==> src/stm_cfg.svh <==
// Register offsets, field positions, widths and reset values for the timer block
`ifndef STM_CFG_SVH
`define STM_CFG_SVH

// Register byte offsets
`define OFF_CTRL      12'h000
`define OFF_CMPA      12'h004
`define OFF_PERIOD    12'h008
`define OFF_COUNT     12'h00C
`define OFF_STATUS    12'h010

// Control register field positions
`define CTRL_RUN      0
`define CTRL_MODE_LO  1
`define CTRL_MODE_HI  2
`define CTRL_PF_LO    3
`define CTRL_PF_HI    4
`define CTRL_INIT     5
`define CTRL_INV      6
`define CTRL_CLR_SRC  7
`define CTRL_SWAP     8
`define CTRL_PIN_SEL  9
`define CTRL_TRIG_EDG 10

// Status register field positions
`define STAT_CMPA     0
`define STAT_PERIOD   1
`define STAT_CAPTURE  2

// Widths and reset values
`define CNT_W         10
`define PER_W         3
`define CTRL_RST      32'h0000_0000
`define CMPA_RST      10'h000
`define PER_RST       3'h0

`endif

==> src/stm_pkg.sv <==
// Types shared by the timer block
package stm_pkg;
  typedef enum logic [1:0] {
    MODE_COMPARE = 2'h0,
    MODE_CAPTURE = 2'h1,
    MODE_PULSE   = 2'h2,
    MODE_TIMER   = 2'h3
  } tmode_t;

  typedef enum logic [1:0] {
    EDGE_RISE = 2'h0,
    EDGE_FALL = 2'h1,
    EDGE_BOTH = 2'h2,
    EDGE_OFF  = 2'h3
  } edge_sel_t;

  typedef struct packed {
    logic        trig_edge;   // 0 rising, 1 falling trigger
    logic        pin_sel;
    logic        swap;
    logic        clr_src;
    logic        invert;
    logic        init_level;
    logic [1:0]  pin_func;
    tmode_t      mode;
  } ctrl_t;

  typedef struct packed {
    logic        psel;
    logic        penable;
    logic        pwrite;
    logic [11:0] paddr;
    logic [31:0] pwdata;
  } apb_req_t;
endpackage

==> src/stm_edge_det.sv <==
// Edge detector for a synchronous pin input with selectable edge
`timescale 1ns/1ps
`default_nettype none
module stm_edge_det
  import stm_pkg::*;
(
  // Clock and reset
  input  wire logic       clk,
  input  wire logic       resetn,
  // Pin and selection
  input  wire logic       pin,
  input  wire edge_sel_t  sel,
  // Result
  output logic            hit
);
  logic pin_q;

  // Previous pin level
  always_ff @(posedge clk or negedge resetn) begin
    if (!resetn) begin
      pin_q <= 1'b0;
    end else begin
      pin_q <= pin;
    end
  end

  // Edge decode by selection
  always_comb begin
    case (sel)
      EDGE_RISE: hit = pin & ~pin_q;
      EDGE_FALL: hit = ~pin & pin_q;
      EDGE_BOTH: hit = pin ^ pin_q;
      default:   hit = 1'b0;
    endcase
  end
endmodule
`default_nettype wire

==> src/stm_timer.sv <==
// Single-pulse and capture timer with APB register access
//
// Register access over APB and the address map were left to the implementer.
`timescale 1ns/1ps
`default_nettype none
`include "stm_cfg.svh"

// Notes on behaviour
// - Run bit rising edge starts pulse
// - Trigger pin edge sets run bit
// - Run rise starts counter and drives pulse
// - Run bit clear ends the pulse
// - Compare A match clears run bit
// - Compare A match raises interrupt in pulse
// - Pulse counter zeroed only on run rise
// - Pulse mode ignores period, clear, swap
// - Capture counter starts on run rise
// - Capture edge copies counter into compare A
// - Capture counter free runs until run falls
// - Period match zeroes counter and raises interrupt
// - Period zero counts to full maximum
// - Pin function 11 disables capture and is required for pulse mode
// - Capture pin sensed even when output
// - Capture mode has no pin output
// - Edge code: rise, fall, both, off
// - Run rise zeroes; run fall holds count
// - Period match needs top counter bits equal to period and low bits zero
module stm_timer
  import stm_pkg::*;
(
  // Clock and reset
  input  wire logic        clk,
  input  wire logic        resetn,
  // APB slave
  input  wire logic        psel,
  input  wire logic        penable,
  input  wire logic        pwrite,
  input  wire logic [11:0] paddr,
  input  wire logic [31:0] pwdata,
  output logic [31:0]      prdata,
  output logic             pready,
  output logic             pslverr,
  // Pins
  input  wire logic        ext_trigger_pin,
  input  wire logic        capture_pin_zero,
  input  wire logic        capture_pin_one,
  output logic             pulse_out,
  output logic             pulse_oe,
  // Event strobe
  output logic             timer_irq
);

  // ----------------------------------------------------------------
  // Storage
  // ----------------------------------------------------------------
  // Bus request, control fields and timer state
  apb_req_t               req;
  ctrl_t                  ctrl_q;
  logic                   counter_run_bit;
  logic                   run_prev_q;
  logic [`CNT_W-1:0]      count_q;
  logic [`CNT_W-1:0]      compare_a_value;
  logic [`PER_W-1:0]      period_compare_value;
  logic [2:0]             stat_q;
  logic                   out_q;
  logic                   trig_q;
  logic                   irq_q;

  // Decoded strobes, matches and edges
  logic                   wr_en;
  logic                   rd_en;
  logic                   mapped;
  logic                   run_rise;
  logic                   run_fall;
  logic                   pulse_mode;
  logic                   capt_mode;
  logic                   match_a;
  logic                   match_p;
  logic                   trig_hit;
  logic                   cap_pin;
  logic                   cap_hit;
  logic                   run_wr_val;

  // Compares top counter bits with period value; zero never matches
  function automatic logic period_hit(input logic [`CNT_W-1:0] cnt,
                                      input logic [`PER_W-1:0] per);
    period_hit = (per != `PER_RST) &&
                 (cnt == {per, {(`CNT_W-`PER_W){1'b0}}});
  endfunction

  function automatic logic addr_is(input logic [11:0] a, input logic [11:0] off);
    addr_is = (a == off);
  endfunction

  // ----------------------------------------------------------------
  // APB decode
  // ----------------------------------------------------------------
  // Zero-wait slave; error only on an unmapped access
  assign req     = '{psel: psel, penable: penable, pwrite: pwrite,
                     paddr: paddr, pwdata: pwdata};
  assign pready  = 1'b1;
  assign mapped  = addr_is(req.paddr, `OFF_CTRL) | addr_is(req.paddr, `OFF_CMPA) |
                   addr_is(req.paddr, `OFF_PERIOD) | addr_is(req.paddr, `OFF_COUNT) |
                   addr_is(req.paddr, `OFF_STATUS);
  assign pslverr = req.psel & req.penable & ~mapped;
  assign wr_en   = req.psel & req.penable & req.pwrite & mapped;
  assign rd_en   = req.psel & ~req.penable & ~req.pwrite;
  assign run_wr_val = req.pwdata[`CTRL_RUN];

  // Read data registered in the setup cycle, valid in access
  always_ff @(posedge clk or negedge resetn) begin
    if (!resetn) begin
      prdata <= 32'h0000_0000;
    end else if (rd_en) begin
      case (req.paddr)
        `OFF_CTRL:   prdata <= {21'h00_0000, ctrl_q, counter_run_bit};
        `OFF_CMPA:   prdata <= {22'h00_0000, compare_a_value};
        `OFF_PERIOD: prdata <= {29'h000_0000, period_compare_value};
        `OFF_COUNT:  prdata <= {22'h00_0000, count_q};
        `OFF_STATUS: prdata <= {29'h000_0000, stat_q};
        default:     prdata <= 32'h0000_0000;
      endcase
    end
  end

  // Control fields other than the run bit
  always_ff @(posedge clk or negedge resetn) begin
    if (!resetn) begin
      ctrl_q <= ctrl_t'(10'(`CTRL_RST >> `CTRL_MODE_LO));
    end else if (wr_en && addr_is(req.paddr, `OFF_CTRL)) begin
      ctrl_q <= ctrl_t'(req.pwdata[`CTRL_TRIG_EDG:`CTRL_MODE_LO]);
    end
  end

  // Period value register
  always_ff @(posedge clk or negedge resetn) begin
    if (!resetn) begin
      period_compare_value <= `PER_RST;
    end else if (wr_en && addr_is(req.paddr, `OFF_PERIOD)) begin
      period_compare_value <= req.pwdata[`PER_W-1:0];
    end
  end

  // ----------------------------------------------------------------
  // Mode decode and match
  // ----------------------------------------------------------------
  // Mode select, compare matches, run edges and capture pin choice
  assign pulse_mode = (ctrl_q.mode == MODE_PULSE) && (ctrl_q.pin_func == 2'h3);
  assign capt_mode  = (ctrl_q.mode == MODE_CAPTURE);
  assign match_a    = counter_run_bit && (count_q == compare_a_value);
  assign match_p    = counter_run_bit && period_hit(count_q, period_compare_value);
  assign run_rise   = counter_run_bit & ~run_prev_q;
  assign run_fall   = ~counter_run_bit & run_prev_q;
  assign cap_pin    = ctrl_q.pin_sel ? capture_pin_one : capture_pin_zero;

  // Trigger pin edge detection
  always_ff @(posedge clk or negedge resetn) begin
    if (!resetn) begin
      trig_q <= 1'b0;
    end else begin
      trig_q <= ext_trigger_pin;
    end
  end
  assign trig_hit = ctrl_q.trig_edge ? (trig_q & ~ext_trigger_pin)
                                     : (~trig_q & ext_trigger_pin);

  // Capture edge detector on selected pin, sensed regardless of direction
  stm_edge_det u_cap_edge (
    .clk    (clk),
    .resetn (resetn),
    .pin    (cap_pin),
    .sel    (edge_sel_t'(ctrl_q.pin_func)),
    .hit    (cap_hit)
  );

  // ----------------------------------------------------------------
  // Run bit
  // ----------------------------------------------------------------
  // Software write, trigger pin set and compare A clear; hardware clear wins
  always_ff @(posedge clk or negedge resetn) begin
    if (!resetn) begin
      counter_run_bit <= 1'b0;
    end else if (pulse_mode && match_a && !run_rise) begin
      counter_run_bit <= 1'b0;
    end else if (pulse_mode && trig_hit && !counter_run_bit) begin
      counter_run_bit <= 1'b1;
    end else if (wr_en && addr_is(req.paddr, `OFF_CTRL)) begin
      counter_run_bit <= run_wr_val;
    end
  end

  // Previous run level, for rise and fall detection
  always_ff @(posedge clk or negedge resetn) begin
    if (!resetn) begin
      run_prev_q <= 1'b0;
    end else begin
      run_prev_q <= counter_run_bit;
    end
  end

  // ----------------------------------------------------------------
  // Counter
  // ----------------------------------------------------------------
  // Zero on run rise, hold while stopped, period wrap only in capture
  always_ff @(posedge clk or negedge resetn) begin
    if (!resetn) begin
      count_q <= '0;
    end else if (run_rise) begin
      count_q <= '0;
    end else if (!counter_run_bit) begin
      count_q <= count_q;
    end else if (capt_mode && match_p) begin
      count_q <= '0;
    end else begin
      count_q <= count_q + 1'b1;
    end
  end

  // Compare A: software write, or capture of count
  always_ff @(posedge clk or negedge resetn) begin
    if (!resetn) begin
      compare_a_value <= `CMPA_RST;
    end else if (capt_mode && counter_run_bit && cap_hit) begin
      compare_a_value <= count_q;
    end else if (wr_en && addr_is(req.paddr, `OFF_CMPA)) begin
      compare_a_value <= req.pwdata[`CNT_W-1:0];
    end
  end

  // ----------------------------------------------------------------
  // Events and status
  // ----------------------------------------------------------------
  // Event strobes
  logic ev_a;
  logic ev_p;
  logic ev_c;
  assign ev_a = pulse_mode && match_a && !run_rise;
  assign ev_p = capt_mode && match_p;
  assign ev_c = capt_mode && counter_run_bit && cap_hit;

  // Sticky status, write one to clear, set wins
  always_ff @(posedge clk or negedge resetn) begin
    if (!resetn) begin
      stat_q <= 3'h0;
    end else begin
      stat_q <= (stat_q & ~((wr_en && addr_is(req.paddr, `OFF_STATUS)) ?
                            req.pwdata[2:0] : 3'h0)) | {ev_c, ev_p, ev_a};
    end
  end

  // One-cycle request pulse
  always_ff @(posedge clk or negedge resetn) begin
    if (!resetn) begin
      irq_q <= 1'b0;
    end else begin
      irq_q <= ev_a | ev_p | ev_c;
    end
  end
  assign timer_irq = irq_q;

  // ----------------------------------------------------------------
  // Pulse output
  // ----------------------------------------------------------------
  // Active while run bit is high in pulse mode, polarity optional
  always_ff @(posedge clk or negedge resetn) begin
    if (!resetn) begin
      out_q <= 1'b0;
    end else if (pulse_mode) begin
      out_q <= counter_run_bit ^ ctrl_q.invert;
    end else begin
      out_q <= 1'b0;
    end
  end
  assign pulse_out = out_q;
  assign pulse_oe  = pulse_mode;

  // ----------------------------------------------------------------
  // Checks
  // ----------------------------------------------------------------
  // Counter start and hold
  chk_run_rise_zero: assert property (@(posedge clk) disable iff (!resetn)
    run_rise |=> count_q == 10'h000)
    else $error("counter not restarted on run rise");
  chk_hold_stopped: assert property (@(posedge clk) disable iff (!resetn)
    (!counter_run_bit && !run_rise) |=> $stable(count_q) || run_rise)
    else $error("counter moved while stopped");

  // Single pulse
  chk_match_clears_run: assert property (@(posedge clk) disable iff (!resetn)
    ev_a |=> !counter_run_bit)
    else $error("compare A did not clear run bit");
  chk_pulse_irq: assert property (@(posedge clk) disable iff (!resetn)
    ev_a |=> timer_irq)
    else $error("no request on compare A match");
  chk_pulse_level: assert property (@(posedge clk) disable iff (!resetn)
    pulse_mode |=> pulse_out == ($past(counter_run_bit) ^ $past(ctrl_q.invert)))
    else $error("pulse level wrong");
  chk_trail_edge: assert property (@(posedge clk) disable iff (!resetn)
    pulse_mode && run_fall |=> pulse_out == $past(ctrl_q.invert))
    else $error("pulse did not end on run clear");
  chk_pulse_counts: assert property (@(posedge clk) disable iff (!resetn)
    pulse_mode && counter_run_bit && !run_rise |=> count_q == $past(count_q) + 10'h001)
    else $error("pulse counter did not advance");
  chk_trig_starts: assert property (@(posedge clk) disable iff (!resetn)
    pulse_mode && trig_hit && !counter_run_bit |=> counter_run_bit)
    else $error("trigger did not set run bit");

  // Capture
  chk_capture_copy: assert property (@(posedge clk) disable iff (!resetn)
    ev_c |=> compare_a_value == $past(count_q))
    else $error("capture did not latch count");
  chk_status_set: assert property (@(posedge clk) disable iff (!resetn)
    ev_c |=> stat_q[`STAT_CAPTURE])
    else $error("capture flag not set");
  chk_period_wrap: assert property (@(posedge clk) disable iff (!resetn)
    ev_p && !run_rise |=> count_q == 10'h000)
    else $error("period match did not clear counter");
  chk_capt_runs: assert property (@(posedge clk) disable iff (!resetn)
    capt_mode && counter_run_bit && !run_rise |=> count_q != $past(count_q))
    else $error("capture counter stalled");
  chk_capt_disabled: assert property (@(posedge clk) disable iff (!resetn)
    capt_mode && ctrl_q.pin_func == 2'h3 && !wr_en |=> $stable(compare_a_value))
    else $error("capture taken while disabled");
  chk_no_out_capt: assert property (@(posedge clk) disable iff (!resetn)
    capt_mode |-> !pulse_oe ##1 !pulse_out)
    else $error("output driven in capture");

  // Bus and request strobe
  chk_bad_write: assert property (@(posedge clk) disable iff (!resetn)
    psel && penable && pwrite && !mapped |=> $stable(ctrl_q) && $stable(period_compare_value))
    else $error("unmapped write changed a register");
  chk_no_spurious_irq: assert property (@(posedge clk) disable iff (!resetn)
    !(ev_a || ev_p || ev_c) |=> !timer_irq)
    else $error("request without an event");

  cov_pulse: cover property (@(posedge clk) disable iff (!resetn) ev_a);
  cov_capture: cover property (@(posedge clk) disable iff (!resetn) ev_c);
  cov_wrap: cover property (@(posedge clk) disable iff (!resetn) ev_p);
  cov_trig: cover property (@(posedge clk) disable iff (!resetn) pulse_mode && trig_hit);
  cov_full_scale: cover property (@(posedge clk) disable iff (!resetn)
    capt_mode && count_q == 10'h3FF);
endmodule
`default_nettype wire

==> config.mk <==
export PLATFORM = sky130hd
export DESIGN_NAME = stm_timer
export DESIGN_NICKNAME = d
export VERILOG_FILES = /design/src/stm_pkg.sv /design/src/stm_edge_det.sv /design/src/stm_timer.sv
export VERILOG_INCLUDE_DIRS = /design/src
export SDC_FILE = /design/constraint.sdc
export NUM_CORES = 1
export LEC_CHECK = 0
export BUFFER_PORTS_ARGS = -buffer_cell sky130_fd_sc_hd__buf_2
export CAP_MARGIN = 10
export CORE_UTILIZATION = 50
export CTS_CLUSTER_SIZE = 14
export DETAILED_ROUTE_END_ITERATION = 6
export GPL_ROUTABILITY_DRIVEN = 0
export PLACE_DENSITY = 0.88
export SETUP_SLACK_MARGIN = 0.02
export SYNTH_ARGS = -nofsm -noshare
export SYNTH_HDL_FRONTEND = slang
export SYNTH_SLANG_ARGS = --single-unit
==> constraint.sdc <==
create_clock -name clk -period 2.6 [get_ports clk]
set_input_delay 0.13 -clock clk [delete_from_list [all_inputs] [get_ports clk]]
set_output_delay 0.13 -clock clk [all_outputs]
set_load 0.02 [all_outputs]
==> results.ini, run 1 <==
[clocking]
numCtsBuffers = 5
clk_pin_slew_ns = 0.10
cts_tree = yes
cts_root_buffer = clkbuf_8
cts_buffer_depth = 2
cts_sinks = 53
h-tree-depth = 2
clk_latency_ns = 0.31
postCtsSetupBuffers = 0

[timing]
holdWs_ns = 0.0399
period_share_pct = 75.5
hold_viol = 0
report.final.slew_viol_count = 0
fin_tns_setup_ns = 0
worst_slew_pin_slew_ns = 0.715
post-route-min-period_ns = 1.96
setup_viol = 0
fmax_mhz = 510
skew_ns = 0.0108
rsz0062_at_grt = no
relSlewSlack_pct = 52.4

[global_routing]
overflow = 0
grt_pass1_wl_um = 11100
track_usage_pct = 23.2
grt_pass1_vias = 2297
grt-busiest-layer = met2
use_met2_pct = 39.3
grt_antenna_before_repair = 0
grt.met1_usage_pct = 28.7
grt_start_max_net_pins = 31
grtUsageMet3_pct = 4.55

[critical_path]
worstPathMaxFanout = 12
arrival_ns = 2.15
start_kind = flop
cp.required_ns = 2.79
cp-end-kind = flop
path_class = reg2reg

[routing]
avgViaCountPerCell = 5.63
ant_nets = 0
drcViolationCount = 0
drt_iter0_markers = 161
routedWlPerCell_um = 17.0
first_pass_iters = 4
num_vias = 2309
drt-total-wl_um = 6970

[cells_and_area]
nNetsFinal = 390
fin_cells = 410
fin_util_pct = 58.0
drive_gt1_share_pct = 31.0
layout.area.seq_sq_um = 1330
diodes = 0
areaGrowthSynthToFinish_pct = 11.8
multi_input_area_sq_um = 1580
num-fill-cells = 507

[synth]
synthCells = 287
synth_cell_type_count = 52
seq_area_frac_synth_pct = 43.1
avgSynthCellArea_sq_um = 10.7
yosys.area.top_type_share_pct = 43.1
yosys.area.top_type = dfrtp_1
synth_warnings = 0
synthTopCellsByArea = dfrtp_1 43%, mux2_2 12%, buf_4 5.4%
synth_top_flop_cell = dfrtp_1
synthesis.area_sq_um = 3070
synthTopCellsByCount = 53 x dfrtp_1, 33 x mux2_2, 22 x buf_4
synth-seq-cells = 53
async_reset_ff_share_pct = 100
synth_edf_count = 0
synth_most_common_cell = dfrtp_1

[floorplanning]
die_x_um = 80.4
dieArea_sq_um = 6470
io_pins = 89
row_count = 28
start_util_pct = 51.9
die_h_um = 80.4
core_region_area_sq_um = 5920

[pwr]
vdd_ir_drop_max_uv = 420
p_per_area_nw_per_um2 = 435
finalPower_mw = 1.50
leakagePower_nw = 1.74

[placement]
hpwl_um = 5110
numPortBuffers = 45
dpl.cell_count = 400

[job]
drv_cap = 0

[outcome]
status = finished clean

[min_path]
hp-class = in2reg

-- worst max-delay path: stages, from the launching register on --
cell and delay (ns):
dfrtp_1 0.39, mux2i_1 0.26, inv_1 0.10, ha_1 0.21
nand2b_1 0.07, a21oi_1 0.06, o21ai_0 0.15, buf_4 0.24
mux2_1 0.35
-- layout by cell type (no fill, tap or decap), types with 2 or more instances in the layout --
| cell | n |
|---|---|
| a21bo_2 | 2 |
| a221oi_1 | 2 |
| a22o_1 | 2 |
| a22oi_1 | 7 |
| and3_1 | 3 |
| and3b_1 | 2 |
| and4_1 | 2 |
| buf_2 | 45 |
| buf_4 | 9 |
| clkbuf_8 | 7 |
| conb_1 | 22 |
| dfrtp_1 | 53 |
| dlygate4sd3_1 | 2 |
| ha_1 | 4 |
| inv_1 | 6 |
| mux2_1 | 8 |
| mux2_2 | 33 |
| mux2i_1 | 6 |
| nand2_1 | 21 |
| nand2b_1 | 3 |
| nand3_1 | 4 |
| nand3b_1 | 2 |
| nand4_1 | 6 |
| nand4b_1 | 3 |
| nor2_1 | 16 |
| nor3b_1 | 2 |
| nor4_1 | 5 |
| nor4_2 | 3 |
| o21ai_0 | 10 |
| or3_1 | 3 |
| xnor2_1 | 6 |
| xor2_1 | 15 |
-- registers in the layout (all words and copies together), names as in the netlist --
signal / flops
run_prev_q: 1
count_q: 10
compare_a_value: 10
counter_run_bit: 1
stat_q: 3
pulse_out: 1
period_compare_value: 3
timer_irq: 1
ctrl_q: 10
trig_q: 1
prdata: 11
u_cap_edge.pin_q: 1
-- per-layer routing --
metal  wire length, um  share of wire, %
met1              3040                44
met2              3430                49
met3               339               4.9
met4               155               2.2
met5                 0                 0
-- final cells by class --
type                    count  area share, %
clock inverters             1          0.146
repair buffers             56           9.10
multi-input cells         212           46.0
flip-flops and latches     53           38.6
clock buffers               7           2.80
inverters                   6          0.655
well taps                  75           2.73
-- logic make-up after synthesis --
family | Yosys count | share of synthesized area (%)
AND/OR/NAND/NOR | 84 | 16.0
flip-flops | 53 | 43.1
multiplexers | 47 | 17.0
buffers and inverters | 42 | 8.14
AO/OA/AOI/OAI | 34 | 7.86
XOR/XNOR | 21 | 5.98
adder cells (fa/ha/maj) | 4 | 1.63
other | 2 | 0.244
-- stage by stage --
stage | area (sq um) | setup WS [ns]
after floorplan | 3150 | 0.484
after global placement | 3310 | 0.474
after detailed placement | 3310 | 0.405
after CTS | 3440 | 0.649
after global routing | 3440 | 0.488
final | 3440 | 0.637
-- where the power goes --
part | total, mW | switching (mW) | internal, mW
logic | 0.145 | 0.101 | 0.0438
clock network | 0.512 | 0.270 | 0.241
registers | 0.840 | 0.00628 | 0.833
-- worst paths after layout --
check / cells after the start / start / to / slack (ns)
max: 8 / ctrl_q[8] / compare_a_value[7] / 0.64
min: 2 / pwdata[10] / ctrl_q[9] / 0.04
max reg2reg: 8 / ctrl_q[8] / compare_a_value[7] / 0.64
min reg2reg: 2 / prdata[10] / prdata[10] / 0.47
max in group asynchronous: 3 / resetn / count_q[0] / 1.38
min in group asynchronous: 2 / resetn / ctrl_q[7] / 0.39
-- timing repair --
action / CTS / global route
endpoints found under the setup margin: 0 / 0
hold buffers: 2 / 0
resized for setup: 0 / 0
endpoints found under the hold margin: 30 / 0
Note: power is estimated with default switching activity, not from simulation.
==> inputs of run 2 (changes only) <==
clock period = 1.9 ns   (was 2.6 ns; I/O delays follow)
==> run 2 against run 1 <==
The run now ends with negative hold slack, negative setup slack left. Sequential power is 37% higher. Sequential share of layout area is 3.5 points lower. Cell count is 6.3% higher. Worst hold slack worse by 0.041 ns. Total power is 40% higher. Setup slack worse by 0.88 ns. Combinational power is 69% higher. Die area stayed put.
==> results.ini, run 2 (synthesis results as in run 1) <==
[clocking]
numCtsBuffers = 5  ; unchanged
cts_root_buffer = clkbuf_8
clk_latency_ns = 0.33  ; +0.02 ns
clk_pin_slew_ns = 0.11  ; about the same
cts_sinks = 53  ; unchanged
cts_tree = yes
h-tree-depth = 2  ; unchanged
cts_buffer_depth = 2  ; unchanged

[global_routing]
grt.met1_usage_pct = 33.0  ; +4.4 points
track_usage_pct = 27.8  ; +4.6 points
grt_antenna_before_repair = 0  ; unchanged
grt_pass1_wl_um = 13100  ; +18%
grt_start_max_net_pins = 20  ; -35%
overflow = 0  ; unchanged
grtUsageMet3_pct = 6.14  ; +1.6 points
grt-busiest-layer = met2
use_met2_pct = 44.8  ; +5.5 points
grt_pass1_vias = 2562  ; +12%

[pwr]
leakagePower_nw = 1.92  ; +10%
p_per_area_nw_per_um2 = 554  ; +27%
vdd_ir_drop_max_uv = 630  ; +50%
finalPower_mw = 2.09  ; +40%

[floorplanning]
row_count = 28  ; unchanged
core_region_area_sq_um = 5920  ; unchanged
dieArea_sq_um = 6470  ; unchanged
die_h_um = 80.4  ; unchanged
die_x_um = 80.4  ; unchanged
io_pins = 89  ; unchanged
start_util_pct = 51.9  ; unchanged

[routing]
avgViaCountPerCell = 6.21  ; +10%
ant_nets = 0  ; unchanged
num_vias = 2707  ; +17%
first_pass_iters = 4  ; unchanged
drt-total-wl_um = 9250  ; +33%
routedWlPerCell_um = 21.2  ; +25%
drt_iter0_markers = 372  ; +130%
drcViolationCount = 0  ; unchanged

[job]
drv_cap = 0  ; unchanged

[cells_and_area]
max_flop_register = prdata
diodes = 0  ; unchanged
nNetsFinal = 416  ; +6.7%
largest_register_ffs = 11  ; unchanged
mostFrequentLayoutCells = 53 x dfrtp_1, 45 x buf_2, 31 x mux2_2
final_common_cell = dfrtp_1
drive_gt1_share_pct = 40.7  ; +9.7 points
areaGrowthSynthToFinish_pct = 23.0
num-fill-cells = 437  ; -14%

[outcome]
failed_checks = negative hold slack, negative setup slack
status = finished with violations

[timing]
post-route-min-period_ns = 2.14  ; +0.177 ns
worst_slack_ns = -0.239  ; -0.877 ns
fin_tns_setup_ns = -2.53  ; -2.53 ns
report.final.slew_viol_count = 0  ; unchanged
setup_viol = 16  ; +16
skew_ns = 0.0150  ; +0.00424 ns
holdWs_ns = -0.00110  ; -0.0410 ns
hold_viol = 1  ; +1
period_share_pct = 113  ; +37 points
fmax_mhz = 467  ; -8.3%
rsz0062_at_grt = yes

[critical_path]
start_kind = flop
path_class = reg2reg
worstPathMaxFanout = 5  ; -7
critPathLaunch = ctrl_q[8]
r2r_start = ctrl_q[8]
cp.required_ns = 2.10  ; -0.69 ns
arrival_ns = 2.34  ; +0.19 ns
cp-end-kind = flop

[placement]
place_ws_ns = -0.168  ; -0.573 ns
hpwl_um = 5350  ; +4.9%
numPortBuffers = 45  ; unchanged

[min_path]
hp-class = in2reg
min_from = pwdata[10]

## run 2: changes by cell type in the layout (fill, tap and decap cells not counted), sizes merged
| cell | change |
|---|---|
| buf | +26 |
| clkbuf | -1 |
| clkinv | +1 |
## run 2: repair_timing
action / CTS / global route
hold endpoints to repair: 17 / 0
gates cloned: 1 / 0
endpoints found under the setup margin: 11 / 14
buffers inserted: 11 / 1
gates resized for setup: 17 / 13
hold buffers: 2 / 0
pin swaps: 3 / 3
## run 2: worst paths after layout
path / endpoint / depth (start not counted) / slack (ns)
setup / recovery: compare_a_value[2] / 8 / -0.24
hold / removal: ctrl_q[9] / 2 / -0.001
setup reg to reg: compare_a_value[2] / 8 / -0.24
hold reg to reg: prdata[10] / 2 / 0.48
max in group asynchronous: compare_a_value[2] / 3 / 1.03
min in group asynchronous: prdata[5] / 2 / 0.22
## run 2: worst max-delay path, cell delays in order (launching register included)
cell	delay [ns]
dfrtp_1	0.47
mux2i_4	0.36
inv_2	0.10
ha_4	0.17
nand2b_4	0.07
a21oi_4	0.06
o21ai_4	0.26
buf_6	0.19
mux2_4	0.33
## run 2: cell type report
cell class / instances / area (sq um) / share of cell area (%)
timing repair buffer: 82 / 536 / 14.2
clock buffer: 6 / 82.6 / 2.18
sequential: 53 / 1330 / 35.1
clock inverter: 2 / 13.8 / 0.364
tap: 75 / 93.8 / 2.48
multi-input combinational: 212 / 1710 / 45.1
inverter: 6 / 22.5 / 0.596
## run 2: metal layers
| metal | part of all wire [%] | vias to the layer above | routed length (um) |
|---|---|---|---|
| met5 | 0 | - | 0 |
| met4 | 5.5 | 0 | 508 |
| met3 | 8.0 | 53 | 737 |
| met2 | 49 | 193 | 4540 |
| met1 | 37 | 1341 | 3460 |
| li1 | - | 1120 | - |
## run 2: stage by stage
| stage | std cells | utilization, % | instance area [sq um] |
|---|---|---|---|
| 6_report | 436 | 63.8 | 3780 |
| 3_5_place_dp | 415 | 58.2 | 3440 |
| 5_1_grt | 436 | 63.8 | 3780 |
| 3_3_place_gp | 415 | 58.2 | 3440 |
| 2_1_floorplan | 307 | - | 3160 |
| 4_1_cts | 437 | 62.7 | 3710 |
## run 2: power by group
group | total, mW | internal, mW | switching, mW
logic | 0.245 | 0.0888 | 0.156
clock network | 0.700 | 0.297 | 0.403
registers | 1.15 | 1.14 | 0.00903
